<file path="config.mk">
export PLATFORM = sky130hd
export DESIGN_NAME = ucp_top
export DESIGN_NICKNAME = d
export VERILOG_FILES = /design/src/inc/ucp_pkg.sv /design/src/rtl/ucp_baud_gen.sv /design/src/rtl/ucp_rx_filter.sv /design/src/rtl/ucp_top.sv
export VERILOG_INCLUDE_DIRS = /design/src /design/src/inc
export SDC_FILE = /design/constraint.sdc
export NUM_CORES = 1
export LEC_CHECK = 0
export ABC_AREA = 1
export BUFFER_PORTS_ARGS = -buffer_cell sky130_fd_sc_hd__buf_2
export CORE_ASPECT_RATIO = 0.6
export CORE_UTILIZATION = 45
export CTS_CLUSTER_SIZE = 40
export DETAILED_ROUTE_END_ITERATION = 10
export GPL_ROUTABILITY_DRIVEN = 0
export GPL_TIMING_DRIVEN = 0
export SYNTH_ARGS = -nofsm -noshare
export SYNTH_HDL_FRONTEND = slang
export SYNTH_SLANG_ARGS = --single-unit
</file>
<file path="constraint.sdc">
create_clock -name sys_clk_i -period 14.4 [get_ports sys_clk_i]
set_clock_uncertainty 0.15 [all_clocks]
set_input_delay 2.88 -clock sys_clk_i [delete_from_list [all_inputs] [get_ports sys_clk_i]]
set_output_delay 2.88 -clock sys_clk_i [all_outputs]
set_load 0.02 [all_outputs]
</file>
<file path="src/inc/ucp_params.svh">
// Offsets, field positions, reset values and counts of the channel pair.
// Assumes a 4-bit word address and 16-bit data.
`ifndef UCP_PARAMS_SVH
`define UCP_PARAMS_SVH
`define UCP_AW 4
`define UCP_DW 16
`define UCP_DIV_W 7
`define UCP_OFS_CFG 4'h0
`define UCP_OFS_DIV 4'h1
`define UCP_OFS_INV 4'h2
`define UCP_OFS_FILT 4'h3
`define UCP_OFS_LEVEL 4'h4
`define UCP_OFS_GATE 4'h5
`define UCP_OFS_PDATA 4'h6
`define UCP_OFS_PDIR 4'h7
`define UCP_OFS_TXDATA 4'h8
`define UCP_OFS_RXDATA 4'h9
`define UCP_OFS_STS 4'hA
`define UCP_OFS_MASK 4'hB
`define UCP_OFS_START 4'hC
`define UCP_OFS_RXMODE 4'hD
`define UCP_CFG_TXE 15
`define UCP_CFG_RXE 14
`define UCP_CFG_EOC 10
`define UCP_CFG_DIR 7
`define UCP_DIV_LSB 9
`define UCP_TX_PIN 4
`define UCP_RX_PIN 5
`define UCP_START_RX 1
`define UCP_RXMODE_SRC 8
`define UCP_RXMODE_INV 6
`define UCP_RXD_PERR 12
`define UCP_RXD_FERR 13
`define UCP_STS_TX 0
`define UCP_STS_RX 1
`define UCP_STS_ERR 2
`define UCP_CFG_RST 16'h0017
`define UCP_DIV_RST 7'h00
`define UCP_PDATA_RST 8'h00
`define UCP_PDIR_RST 8'hFF
`define UCP_RXMODE_RST 2'h2
`endif

</file>
<file path="src/inc/ucp_pkg.sv">
// Shared types: bus request, state enums and state records.
// Assumes ucp_params.svh is on the include path.
`include "ucp_params.svh"
package ucp_pkg;
    typedef struct packed {
        logic [`UCP_AW-1:0] addr;
        logic [`UCP_DW-1:0] wdata;
        logic we, re;
    } ucp_bus_t;
    typedef enum logic [2:0] {TX_IDLE, TX_START, TX_DATA, TX_PAR, TX_STOP} ucp_tx_st_t;
    typedef enum logic [2:0] {RX_IDLE, RX_START, RX_DATA, RX_PAR, RX_STOP} ucp_rx_st_t;
    typedef struct packed {
        logic [`UCP_DIV_W-1:0] cnt;
        logic tick;
    } ucp_baud_t;
    typedef struct packed {
        logic s1, s2, s3, lvl;
    } ucp_filt_t;
    typedef struct packed {
        logic [15:0] cfg;
        logic [`UCP_DIV_W-1:0] div;
        logic inv, filt, so, gate;
        logic [7:0] pdata, pdir;
        logic [1:0] rxmode;
        logic armed;
        logic [2:0] sts, mask;
        ucp_tx_st_t tx_st;
        logic [8:0] tx_sh;
        logic [3:0] tx_idx;
        logic tx_half;
        ucp_rx_st_t rx_st;
        logic [8:0] rx_sh;
        logic [3:0] rx_idx;
        logic rx_half, rx_par, rx_perr, rx_ferr, rx_prev;
        logic [10:0] rx_word;
        logic [15:0] rdata;
        logic irq, tx_o, tx_oe, rx_o, rx_oe;
    } ucp_core_t;
endpackage

</file>
<file path="src/rtl/ucp_baud_gen.sv">
// Half-bit tick: one pulse every div_i+1 clocks while run_i is high.
// Assumes div_i steady in a frame; the count restarts when run_i drops.
`include "ucp_params.svh"
module ucp_baud_gen (
    input wire logic sys_clk_i,
    input wire logic sys_rst_i,
    input wire logic [`UCP_DIV_W-1:0] div_i,
    input wire logic run_i,
    output logic tick_o
);
    import ucp_pkg::*;
    ucp_baud_t q, d;

    always_comb begin
        d = q;
        d.tick = 1'b0;
        if (!run_i) begin
            d.cnt = '0;
        end else if (q.cnt == div_i) begin
            d.cnt = '0;
            d.tick = 1'b1;
        end else begin
            d.cnt = q.cnt + 1'b1;
        end
    end

    always_ff @(posedge sys_clk_i or posedge sys_rst_i) begin
        if (sys_rst_i) begin
            q <= '0;
        end else begin
            q <= d;
        end
    end

    assign tick_o = q.tick;
endmodule

</file>
<file path="src/rtl/ucp_rx_filter.sv">
// Receive pin synchroniser with an optional two-sample glitch filter.
// Assumes the pin is asynchronous; the line idles high, so the filtered level resets to 1.
module ucp_rx_filter (
    input wire logic sys_clk_i,
    input wire logic sys_rst_i,
    input wire logic pin_i,
    input wire logic filt_en_i,
    output logic level_o
);
    import ucp_pkg::*;
    ucp_filt_t q, d;

    always_comb begin
        d = q;
        d.s1 = pin_i;
        d.s2 = q.s1;
        d.s3 = q.s2;
        if (!filt_en_i) begin
            d.lvl = q.s2;
        end else if (q.s2 == q.s3) begin
            d.lvl = q.s2; // RULE_09
        end
    end

    always_ff @(posedge sys_clk_i or posedge sys_rst_i) begin
        if (sys_rst_i) begin
            q <= 4'hF;
        end else begin
            q <= d;
        end
    end

    assign level_o = q.lvl;
endmodule

</file>
<file path="src/rtl/ucp_top.sv">
// Channel pair: transmit channel, receive channel and register file.
// Assumes a same-clock register master and an asynchronous receive peer.
// How it works
// RULE_01 - Transmit parity field: none, zero, even or odd parity bit.
// RULE_02 - Receive parity field: none, unchecked, even or odd check.
// RULE_03 - Order bit clear shifts MSB first, set LSB first.
// RULE_04 - Stop field gives zero, one or two stop bits; 11 prohibited.
// RULE_05 - Length field: 01 nine, 10 seven, 11 eight bits; 00 prohibited.
// RULE_06 - Divider divides operation clock by twice its value plus two.
// RULE_07 - Software divides by 156 for about 9600 bit/s.
// RULE_08 - Inversion bit set inverts every transmitted bit.
// RULE_09 - Filter bit switches the receive noise filter on or off.
// RULE_10 - Level bit sets the transmit line; software writes 1 first.
// RULE_11 - Gate clear stops shifter output; set lets it reach the pin.
// RULE_12 - Software sets receive pin direction to 1, driver off.
// RULE_13 - Software clears transmit pin direction, presets its latch to 1.
// RULE_14 - Enable bits pick none, receive, transmit, or both.
// RULE_15 - Software waits four clocks after receive enable before start.
// RULE_16 - Error-interrupt bit set reports reception errors; clear masks.
// RULE_17 - Reception starts on a valid pin edge, falling by default.
// RULE_18 - Bits sampled at centre; parity and framing errors kept.
// RULE_19 - Character stored, receive-complete raised after the stop bits.
`include "ucp_params.svh"
module ucp_top (
    input wire logic sys_clk_i,
    input wire logic sys_rst_i,
    input wire ucp_pkg::ucp_bus_t bus_i,
    output logic [`UCP_DW-1:0] rdata_o,
    output logic irq_o,
    output logic serial_tx_pin_o,
    output logic serial_tx_pin_oe_o,
    input wire logic serial_rx_pin_i,
    output logic serial_rx_pin_o,
    output logic serial_rx_pin_oe_o
);
    import ucp_pkg::*;
    ucp_core_t q, d;
    logic tx_tick, rx_tick, rx_lvl;

    ucp_baud_gen u_tx_baud (
        .sys_clk_i(sys_clk_i),
        .sys_rst_i(sys_rst_i),
        .div_i(q.div),
        .run_i(q.tx_st != TX_IDLE),
        .tick_o(tx_tick)
    );

    ucp_baud_gen u_rx_baud (
        .sys_clk_i(sys_clk_i),
        .sys_rst_i(sys_rst_i),
        .div_i(q.div),
        .run_i(q.rx_st != RX_IDLE),
        .tick_o(rx_tick)
    );

    ucp_rx_filter u_rx_filter (
        .sys_clk_i(sys_clk_i),
        .sys_rst_i(sys_rst_i),
        .pin_i(serial_rx_pin_i),
        .filt_en_i(q.filt),
        .level_o(rx_lvl)
    );

    // A prohibited length code falls back to eight bits.
    function automatic logic [3:0] char_len(input logic [1:0] f);
        case (f)
            2'h1: char_len = 4'h9;
            2'h2: char_len = 4'h7;
            default: char_len = 4'h8;
        endcase
    endfunction

    function automatic logic [3:0] bit_pos(input logic [3:0] i, input logic [3:0] n,
                                           input logic lsb);
        bit_pos = lsb ? i : 4'(n - 4'h1 - i);
    endfunction

    always_comb begin
        logic [3:0] n;
        logic [8:0] msk;
        logic [1:0] par_m;
        logic [1:0] stops;
        logic lsb, b, txb, txb_v, done;
        logic [2:0] set, clr;
        d = q;
        n = char_len(q.cfg[1:0]); // RULE_05
        msk = 9'h1FF >> (4'h9 - n);
        par_m = q.cfg[9:8];
        stops = q.cfg[5:4];
        lsb = q.cfg[`UCP_CFG_DIR];
        b = rx_lvl ^ q.rxmode[0];
        txb = 1'b1;
        txb_v = 1'b0;
        done = 1'b0;
        set = 3'h0;
        clr = 3'h0;
        d.rdata = 16'h0000;
        d.rx_prev = b;

        if (bus_i.we) begin
            if (bus_i.addr == `UCP_OFS_CFG) begin
                d.cfg = bus_i.wdata;
            end else if (bus_i.addr == `UCP_OFS_DIV) begin
                d.div = bus_i.wdata[15:`UCP_DIV_LSB]; // RULE_06
            end else if (bus_i.addr == `UCP_OFS_INV) begin
                d.inv = bus_i.wdata[0];
            end else if (bus_i.addr == `UCP_OFS_FILT) begin
                d.filt = bus_i.wdata[0];
            end else if (bus_i.addr == `UCP_OFS_LEVEL) begin
                d.so = bus_i.wdata[0]; // RULE_10
            end else if (bus_i.addr == `UCP_OFS_GATE) begin
                d.gate = bus_i.wdata[0];
            end else if (bus_i.addr == `UCP_OFS_PDATA) begin
                d.pdata = bus_i.wdata[7:0];
            end else if (bus_i.addr == `UCP_OFS_PDIR) begin
                d.pdir = bus_i.wdata[7:0];
            end else if (bus_i.addr == `UCP_OFS_TXDATA) begin
                if (q.cfg[`UCP_CFG_TXE] && q.tx_st == TX_IDLE) begin
                    d.tx_sh = bus_i.wdata[8:0];
                    d.tx_st = TX_START;
                    d.tx_half = 1'b0;
                    txb = 1'b0;
                    txb_v = 1'b1;
                end
            end else if (bus_i.addr == `UCP_OFS_STS) begin
                clr = bus_i.wdata[2:0];
            end else if (bus_i.addr == `UCP_OFS_MASK) begin
                d.mask = bus_i.wdata[2:0];
            end else if (bus_i.addr == `UCP_OFS_START) begin
                if (bus_i.wdata[`UCP_START_RX]) begin
                    d.armed = 1'b1;
                end
            end else if (bus_i.addr == `UCP_OFS_RXMODE) begin
                d.rxmode = {bus_i.wdata[`UCP_RXMODE_SRC], bus_i.wdata[`UCP_RXMODE_INV]};
            end
        end

        if (tx_tick && q.tx_st != TX_IDLE) begin
            d.tx_half = ~q.tx_half;
            if (q.tx_half) begin
                txb_v = 1'b1;
                case (q.tx_st)
                    TX_START: begin
                        d.tx_st = TX_DATA;
                        d.tx_idx = 4'h0;
                        txb = q.tx_sh[bit_pos(4'h0, n, lsb)]; // RULE_03
                    end
                    TX_DATA: begin
                        if (q.tx_idx != n - 4'h1) begin
                            d.tx_idx = q.tx_idx + 4'h1;
                            txb = q.tx_sh[bit_pos(d.tx_idx, n, lsb)];
                        end else if (par_m != 2'h0) begin
                            d.tx_st = TX_PAR;
                            txb = par_m[1] & ((^(q.tx_sh & msk)) ^ par_m[0]); // RULE_01
                        end else if (stops != 2'h0) begin
                            d.tx_st = TX_STOP;
                            d.tx_idx = 4'h0;
                        end else begin
                            done = 1'b1;
                        end
                    end
                    TX_PAR: begin
                        if (stops != 2'h0) begin
                            d.tx_st = TX_STOP;
                            d.tx_idx = 4'h0;
                        end else begin
                            done = 1'b1;
                        end
                    end
                    default: begin
                        d.tx_idx = q.tx_idx + 4'h1;
                        if (d.tx_idx == {2'h0, stops}) begin
                            done = 1'b1; // RULE_04
                        end
                    end
                endcase
                if (done) begin
                    d.tx_st = TX_IDLE;
                    set[`UCP_STS_TX] = 1'b1;
                end
            end
        end
        if (!q.cfg[`UCP_CFG_TXE]) begin
            d.tx_st = TX_IDLE; // RULE_14
        end
        if (txb_v && q.gate) begin
            d.so = txb ^ q.inv; // RULE_08 RULE_11
        end

        if (!q.cfg[`UCP_CFG_RXE]) begin
            d.armed = 1'b0; // RULE_14
            d.rx_st = RX_IDLE;
        end else if (q.rx_st == RX_IDLE) begin
            if (q.armed && q.rxmode[1] && q.rx_prev && !b) begin
                d.rx_st = RX_START; // RULE_17
                d.rx_half = 1'b0;
                d.rx_par = 1'b0;
                d.rx_perr = 1'b0;
                d.rx_ferr = 1'b0;
                d.rx_sh = 9'h000;
            end
        end else if (rx_tick) begin
            d.rx_half = ~q.rx_half;
            if (!q.rx_half) begin
                done = 1'b0;
                case (q.rx_st) // RULE_18
                    RX_START: begin
                        d.rx_st = b ? RX_IDLE : RX_DATA;
                        d.rx_idx = 4'h0;
                    end
                    RX_DATA: begin
                        d.rx_sh[bit_pos(q.rx_idx, n, lsb)] = b; // RULE_03
                        d.rx_par = q.rx_par ^ b;
                        d.rx_idx = q.rx_idx + 4'h1;
                        if (q.rx_idx == n - 4'h1) begin
                            if (par_m != 2'h0) begin
                                d.rx_st = RX_PAR;
                            end else if (stops != 2'h0) begin
                                d.rx_st = RX_STOP;
                                d.rx_idx = 4'h0;
                            end else begin
                                done = 1'b1;
                            end
                        end
                    end
                    RX_PAR: begin
                        d.rx_perr = par_m[1] & (q.rx_par ^ b ^ par_m[0]); // RULE_02
                        d.rx_idx = 4'h0;
                        if (stops != 2'h0) begin
                            d.rx_st = RX_STOP;
                        end else begin
                            done = 1'b1;
                        end
                    end
                    default: begin
                        d.rx_ferr = q.rx_ferr | ~b;
                        d.rx_idx = q.rx_idx + 4'h1;
                        if (d.rx_idx == {2'h0, stops}) begin
                            done = 1'b1; // RULE_04
                        end
                    end
                endcase
                if (done) begin
                    d.rx_st = RX_IDLE;
                    d.rx_word = {d.rx_ferr, d.rx_perr, d.rx_sh}; // RULE_19
                    set[`UCP_STS_RX] = 1'b1;
                    set[`UCP_STS_ERR] = q.cfg[`UCP_CFG_EOC] & (d.rx_ferr | d.rx_perr); // RULE_16
                end
            end
        end

        // A hardware event in the clearing cycle survives the write-one-to-clear.
        d.sts = (q.sts & ~clr) | set;
        d.irq = |(d.sts & d.mask);

        if (bus_i.re) begin
            if (bus_i.addr == `UCP_OFS_CFG) begin
                d.rdata = q.cfg;
            end else if (bus_i.addr == `UCP_OFS_DIV) begin
                d.rdata = {q.div, 9'h000};
            end else if (bus_i.addr == `UCP_OFS_INV) begin
                d.rdata = 16'(q.inv);
            end else if (bus_i.addr == `UCP_OFS_FILT) begin
                d.rdata = 16'(q.filt);
            end else if (bus_i.addr == `UCP_OFS_LEVEL) begin
                d.rdata = 16'(q.so);
            end else if (bus_i.addr == `UCP_OFS_GATE) begin
                d.rdata = 16'(q.gate);
            end else if (bus_i.addr == `UCP_OFS_PDATA) begin
                d.rdata = {8'h00, q.pdata[7:6], rx_lvl, q.pdata[4:0]};
            end else if (bus_i.addr == `UCP_OFS_PDIR) begin
                d.rdata = {8'h00, q.pdir};
            end else if (bus_i.addr == `UCP_OFS_TXDATA) begin
                d.rdata = {14'h0000, q.rx_st != RX_IDLE, q.tx_st != TX_IDLE};
            end else if (bus_i.addr == `UCP_OFS_RXDATA) begin
                d.rdata = {2'h0, q.rx_word[10:9], 3'h0, q.rx_word[8:0]};
            end else if (bus_i.addr == `UCP_OFS_STS) begin
                d.rdata = 16'(q.sts);
            end else if (bus_i.addr == `UCP_OFS_MASK) begin
                d.rdata = 16'(q.mask);
            end else if (bus_i.addr == `UCP_OFS_START) begin
                d.rdata = {14'h0000, q.armed, 1'b0};
            end else if (bus_i.addr == `UCP_OFS_RXMODE) begin
                d.rdata = {7'h00, q.rxmode[1], 1'b0, q.rxmode[0], 6'h00};
            end
        end

        d.tx_o = d.pdata[`UCP_TX_PIN] & d.so; // RULE_13
        d.tx_oe = ~d.pdir[`UCP_TX_PIN]; // RULE_13
        d.rx_o = d.pdata[`UCP_RX_PIN];
        d.rx_oe = ~d.pdir[`UCP_RX_PIN]; // RULE_12
    end

    always_ff @(posedge sys_clk_i or posedge sys_rst_i) begin
        if (sys_rst_i) begin
            q <= '0;
            q.cfg <= `UCP_CFG_RST;
            q.div <= `UCP_DIV_RST;
            q.so <= 1'b1;
            q.pdata <= `UCP_PDATA_RST;
            q.pdir <= `UCP_PDIR_RST;
            q.rxmode <= `UCP_RXMODE_RST;
            q.rx_prev <= 1'b1;
        end else begin
            q <= d;
        end
    end

    assign rdata_o = q.rdata;
    assign irq_o = q.irq;
    assign serial_tx_pin_o = q.tx_o;
    assign serial_tx_pin_oe_o = q.tx_oe;
    assign serial_rx_pin_o = q.rx_o;
    assign serial_rx_pin_oe_o = q.rx_oe;
endmodule

</file>
After elaboration in Yosys (flattened, before gate mapping)
Index checks and enable logic that the tools add are counted.
{"block": "word_totals", "word_cells": 377, "reg_bits": 142, "output_inout_bits": 21, "in_bits": 25}
{"block": "classes", "n_mux": 188, "reduce_logical": 42, "n_lt_le_gt_ge": 4, "n_shift": 1, "n_bitwise": 34, "n_eq_ne": 59, "addsub": 8}
{"operator": "$mux W15", "n": 9}
{"operator": "$mux W14", "n": 8}
{"operator": "$mux W21", "n": 5}
{"operator": "$mux W3", "n": 31}
{"operator": "$mux W1", "n": 81}
{"operator": "$mux W16", "n": 4}
{"operator": "$mux W12", "n": 4}
{"operator": "$mux W9", "n": 5}
{"operator": "$mux W4", "n": 11}
{"operator": "$mux W20", "n": 2}
{"operator": "$ne A2 B2 Y1 const B", "n": 16}
{"operator": "$mux W7", "n": 4}
{"operator": "$reduce_and A14 Y1", "n": 2}
{"operator": "$eq A4 B4 Y1 const B", "n": 6}
{"operator": "$reduce_and A11 Y1", "n": 2}
{"operator": "$reduce_and A5 Y1", "n": 4}
{"operator": "$mux W19", "n": 1}
{"operator": "$ne A2 B1 Y1 const B", "n": 9}
{"operator": "$not A1 Y1", "n": 18}
{"operator": "$pmux W3 S3", "n": 2}
{"operator": "$eq A4 B3 Y1 const B", "n": 4}
{"operator": "$mux W2", "n": 8}
{"operator": "$mux W8", "n": 2}
{"operator": "$pmux W4 S2", "n": 2}
{"operator": "other kinds (53)", "n": 96}

Logic depth before layout (Yosys ltp)
{"block": "depth", "word_depth": 21, "ltp_mapped": 22, "depth_no_buf": 22}

Cells and area by module
A second synthesis with hierarchy kept.
{"block": "hier_totals", "hier_cells": 984, "area_unflattened_um2": 7626.1}
{"mod": "ucp_top", "cells_per_inst": 832, "seq_area_each_um2": 3046.7, "instances": 1, "area_each_um2": 6512.5}
{"mod": "ucp_baud_gen", "cells_per_inst": 69, "seq_area_each_um2": 200.2, "instances": 2, "area_each_um2": 485.5}
{"mod": "ucp_rx_filter", "cells_per_inst": 14, "seq_area_each_um2": 105.1, "instances": 1, "area_each_um2": 142.6}

Worst setup path before layout
No wires, ideal clock.
{"block": "synth_timing", "path_kind": "input-to-reg", "startpoint": "in bus_i[18] (netlist name)", "endpoint": "reg q, in the netlist serial_tx_pin_o", "setup_time_ns": 0.126, "n_path_buf": 0, "setup_slack_ns": 10.106, "arrival_time_ns": 4.018, "required_ns": 14.124, "cell_stages": 14, "path_cell_list": "nor2_1 -> nand2_2 -> nor2_2 -> nand4_2 -> o21ai_1 -> inv_1 -> nand2_1 -> nand3_1 -> nand2_1 -> nand2_1 -> nand3_1 -> nand3_2 -> nand2_2 -> nor2_2"}
{"item": "start, declared", "line_no": "ucp_top.sv:27", "source": "input wire ucp_pkg::ucp_bus_t bus_i,"}
{"item": "end, declared", "line_no": "ucp_top.sv:37", "source": "ucp_core_t q, d;"}

==> impl_metrics.json <==
{
  "fin_area_um2": 8510,
  "routed-via-count": 6277,
  "intPower_mw": 0.777,
  "fmax_mhz": 220,
  "p_total_mw": 1.13,
  "clock_latency_ns": 0.43,
  "setup_violations": 0,
  "p_leak_nw": 4.23,
  "cts_setup_buffers": 0,
  "synthCells": 921,
  "max_stage_delay_ns": 0.39,
  "ctsResizeCount": 0,
  "hold_buffers": 0,
  "hpwl_mm": 15.0,
  "hold_violations": 0,
  "grt_pass1_vias": 5880,
  "grt_pass1_wl_mm": 32.9,
  "syn-cell-area_um2": 7380,
  "h-tree-depth": 4,
  "slew_violations": 0,
  "cp_slowest_cell": "clkinv_1",
  "peakVddDrop_v": 0.000102,
  "layout-drive-gt1-share_pct": 13.9,
  "firstDrtPassIters": 5,
  "post-route-util_pct": 54.3,
  "ys_ff_latch": 141,
  "grt_setup_unrepaired": "no",
  "sequentialPowerShare_pct": 42.4,
  "place_area_um2": 7900,
  "p_sw_mw": 0.358,
  "ys_types": 43,
  "worstSetupPathType": "input pin to register",
  "fin_crit_sh_pct": 31.5,
  "routed_wl_mm": 20.4,
  "synth.avg_cell_area_um2": 8.02,
  "drtIter0Drc": 675,
  "postRouteAntennaNets": 0,
  "path_cells": "buf_2, nor2_1, inv_1, nor2_1, buf_2, clkinv_1, o211ai_1, nand2_1, inv_1",
  "relSlewSlack_pct": 56.6,
  "clk_pin_slew_ns": 0.07,
  "worst_slack_ns": 9.86,
  "holdCritPathClass": "register to register",
  "synth.area.top_cells": "dfrtp_1 41%, nand2_1 12%, o21ai_0 6.8%, dfstp_2 6.8%, inv_1 6.2%",
  "combPwrFrac_pct": 16.9,
  "synth_nets": 961,
  "start_util_pct": 47.1,
  "power_density_nw_per_um2": 133,
  "finalSetupTns_ns": 0,
  "swShare_pct": 31.5,
  "die_x_um": 167,
  "end_kind": "register",
  "yosys_warnings": 0,
  "synth_top_area_share_pct": 41.3,
  "critPathLaunchType": "input pin",
  "rows": 35,
  "synthToLayoutAreaGrowth_pct": 15.3,
  "dieArea_um2": 16900,
  "outcome": "completed",
  "yosysSeqAreaShare_pct": 48.1,
  "track_usage_pct": 25.9,
  "die_h_um": 101,
  "drt_drc_violations_left": 0,
  "p_clk_share_pct": 40.7,
  "crit_required_ns": 14.62,
  "cts.sinks": 141,
  "antenna_cells": 0,
  "worst-path-max-fanout": 10,
  "io_pins": 46,
  "synth_top_area_cell": "dfrtp_1",
  "worst_ep_arrival_time_ns": 4.76,
  "cts_buffer_depth": 2,
  "cts_tree": "yes",
  "nets": 1026,
  "period_minus_slack_ns": 4.54,
  "clockRootBuffer": "clkbuf_16",
  "grt_max_degree": 78,
  "cts_made_buffers": 17,
  "place_ws_ns": 9.46,
  "vias_per_cell": 5.22,
  "worstMarginPinSlew_ns": 0.651,
  "port_buffers": 45,
  "core-area_um2": 15700,
  "routedWlPerCell_um": 16.9,
  "drv_cap": 0,
  "overflow": 0,
  "grt_antenna_before_repair": 0
}
power groups by stage:
stage	registers, mW	clock network [mW]	logic (mW)
after global routing	0.485	0.486	0.220
after global placement	0.486	0	0.187
after floorplan	0.474	0	0.139
after CTS	0.479	0.467	0.192
after detailed placement	0.485	0	0.190
final	0.481	0.462	0.192
flip-flops by register name, indices dropped and copies added, names as in the netlist:
signal	count
q	101
rdata_o	16
u_rx_baud.q	7
u_tx_baud.q	7
u_rx_filter.d	2
irq_o	1
serial_rx_pin_oe_o	1
serial_tx_pin_o	1
serial_tx_pin_oe_o	1
u_rx_baud.tick_o	1
u_rx_filter.level_o	1
u_rx_filter.q	1
u_tx_baud.tick_o	1
cells by family after synthesis:
kind of cell    count (synthesis)  synth area share [%]
buf+inv                       161                  9.15
fa+ha+maj                      15                  2.75
flops                         141                  48.1
xor+xnor                       39                  4.63
compound gates                177                  13.6
simple gates                  388                  21.8
per-stage QoR:
stage	std cells	hold slack, ns
floorplan	921	0.195
global placement	1169	0.197
global route	1202	0.217
detailed placement	1170	0.197
CTS	1202	0.209
finish	1202	0.210
Yosys cell counts:
cell type and count:
clkbuf_1 11, nand3_2 1, o211ai_1 7, o31ai_1 1, o21ai_0 100, clkinv_1 1
nor4_1 2, nand3b_1 1, nand4_1 15, a32o_1 1, buf_4 17, a31oi_1 6
a221oi_1 3, dfstp_2 19, buf_2 6, o21ai_2 3, nand3_1 37, or4_1 1
a22o_1 3, a211oi_1 2, nor2_1 67, xor2_1 23, nor2_4 1, o21a_1 2
o22ai_1 19, nand2_1 245, nand2_2 2, fa_1 2, or2_2 1, inv_2 4
nand4_2 1, o2111ai_1 1, o21ai_1 6, dfrtp_1 122, a21oi_1 19, a41oi_1 2
nor2_2 5, inv_1 122, xnor2_1 16, o311ai_1 1, ha_1 13, nor3_1 9
a211o_1 1
cell type report:
type,instances,area (µm²)
tap,203,254
timing repair buffer,46,253
sequential,141,3550
inverter,127,482
fill,1510,7170
buffer,34,199
multi-input combinational,619,3160
clock inverter,14,175
clock buffer,18,439
worst max-delay path: cells and delay by family:
kind	cells	cell delay, ns
buffers and inverters	5	1.05
AND/OR/NAND/NOR	3	0.54
AO/OA/AOI/OAI	1	0.28
path summary, 6_finish.rpt:
kind,from,endpoint,slack (ns),cells past startpoint
setup / recovery,bus_i[18],rdata_o[8],9.86,9
min in group asynchronous,sys_rst_i,u_rx_baud.q[1],2.37,2
hold / removal,u_rx_filter.d[2],u_rx_filter.d[1],0.21,0
setup reg to reg,q[106],q[23],10.97,13
hold reg to reg,u_rx_filter.d[2],u_rx_filter.d[1],0.21,0
max in group asynchronous,sys_rst_i,q[32],10.93,3
cells in the final DEF (no fill, tap or decap), types with 13 or more instances in the layout:
cell type / instances
buf_2: 51
xnor2_1: 16
clkbuf_16: 17
buf_4: 17
nor2_1: 67
nand2_1: 245
dfrtp_1: 122
a21oi_1: 19
inv_1: 121
nand4_1: 15
dfstp_2: 19
xor2_1: 23
ha_1: 13
o21ai_0: 100
o22ai_1: 19
nand3_1: 37
metal layers:
metal | routed length (µm) | vias up | GRT usage (%)
met5 | 0 | - | 0
met4 | 141 | 0 | 5.58
met3 | 1320 | 18 | 6.06
met2 | 7360 | 163 | 33.0
met1 | 11500 | 2980 | 42.7
li1 | - | 3116 | -
(Power assumes the default switching activity.)
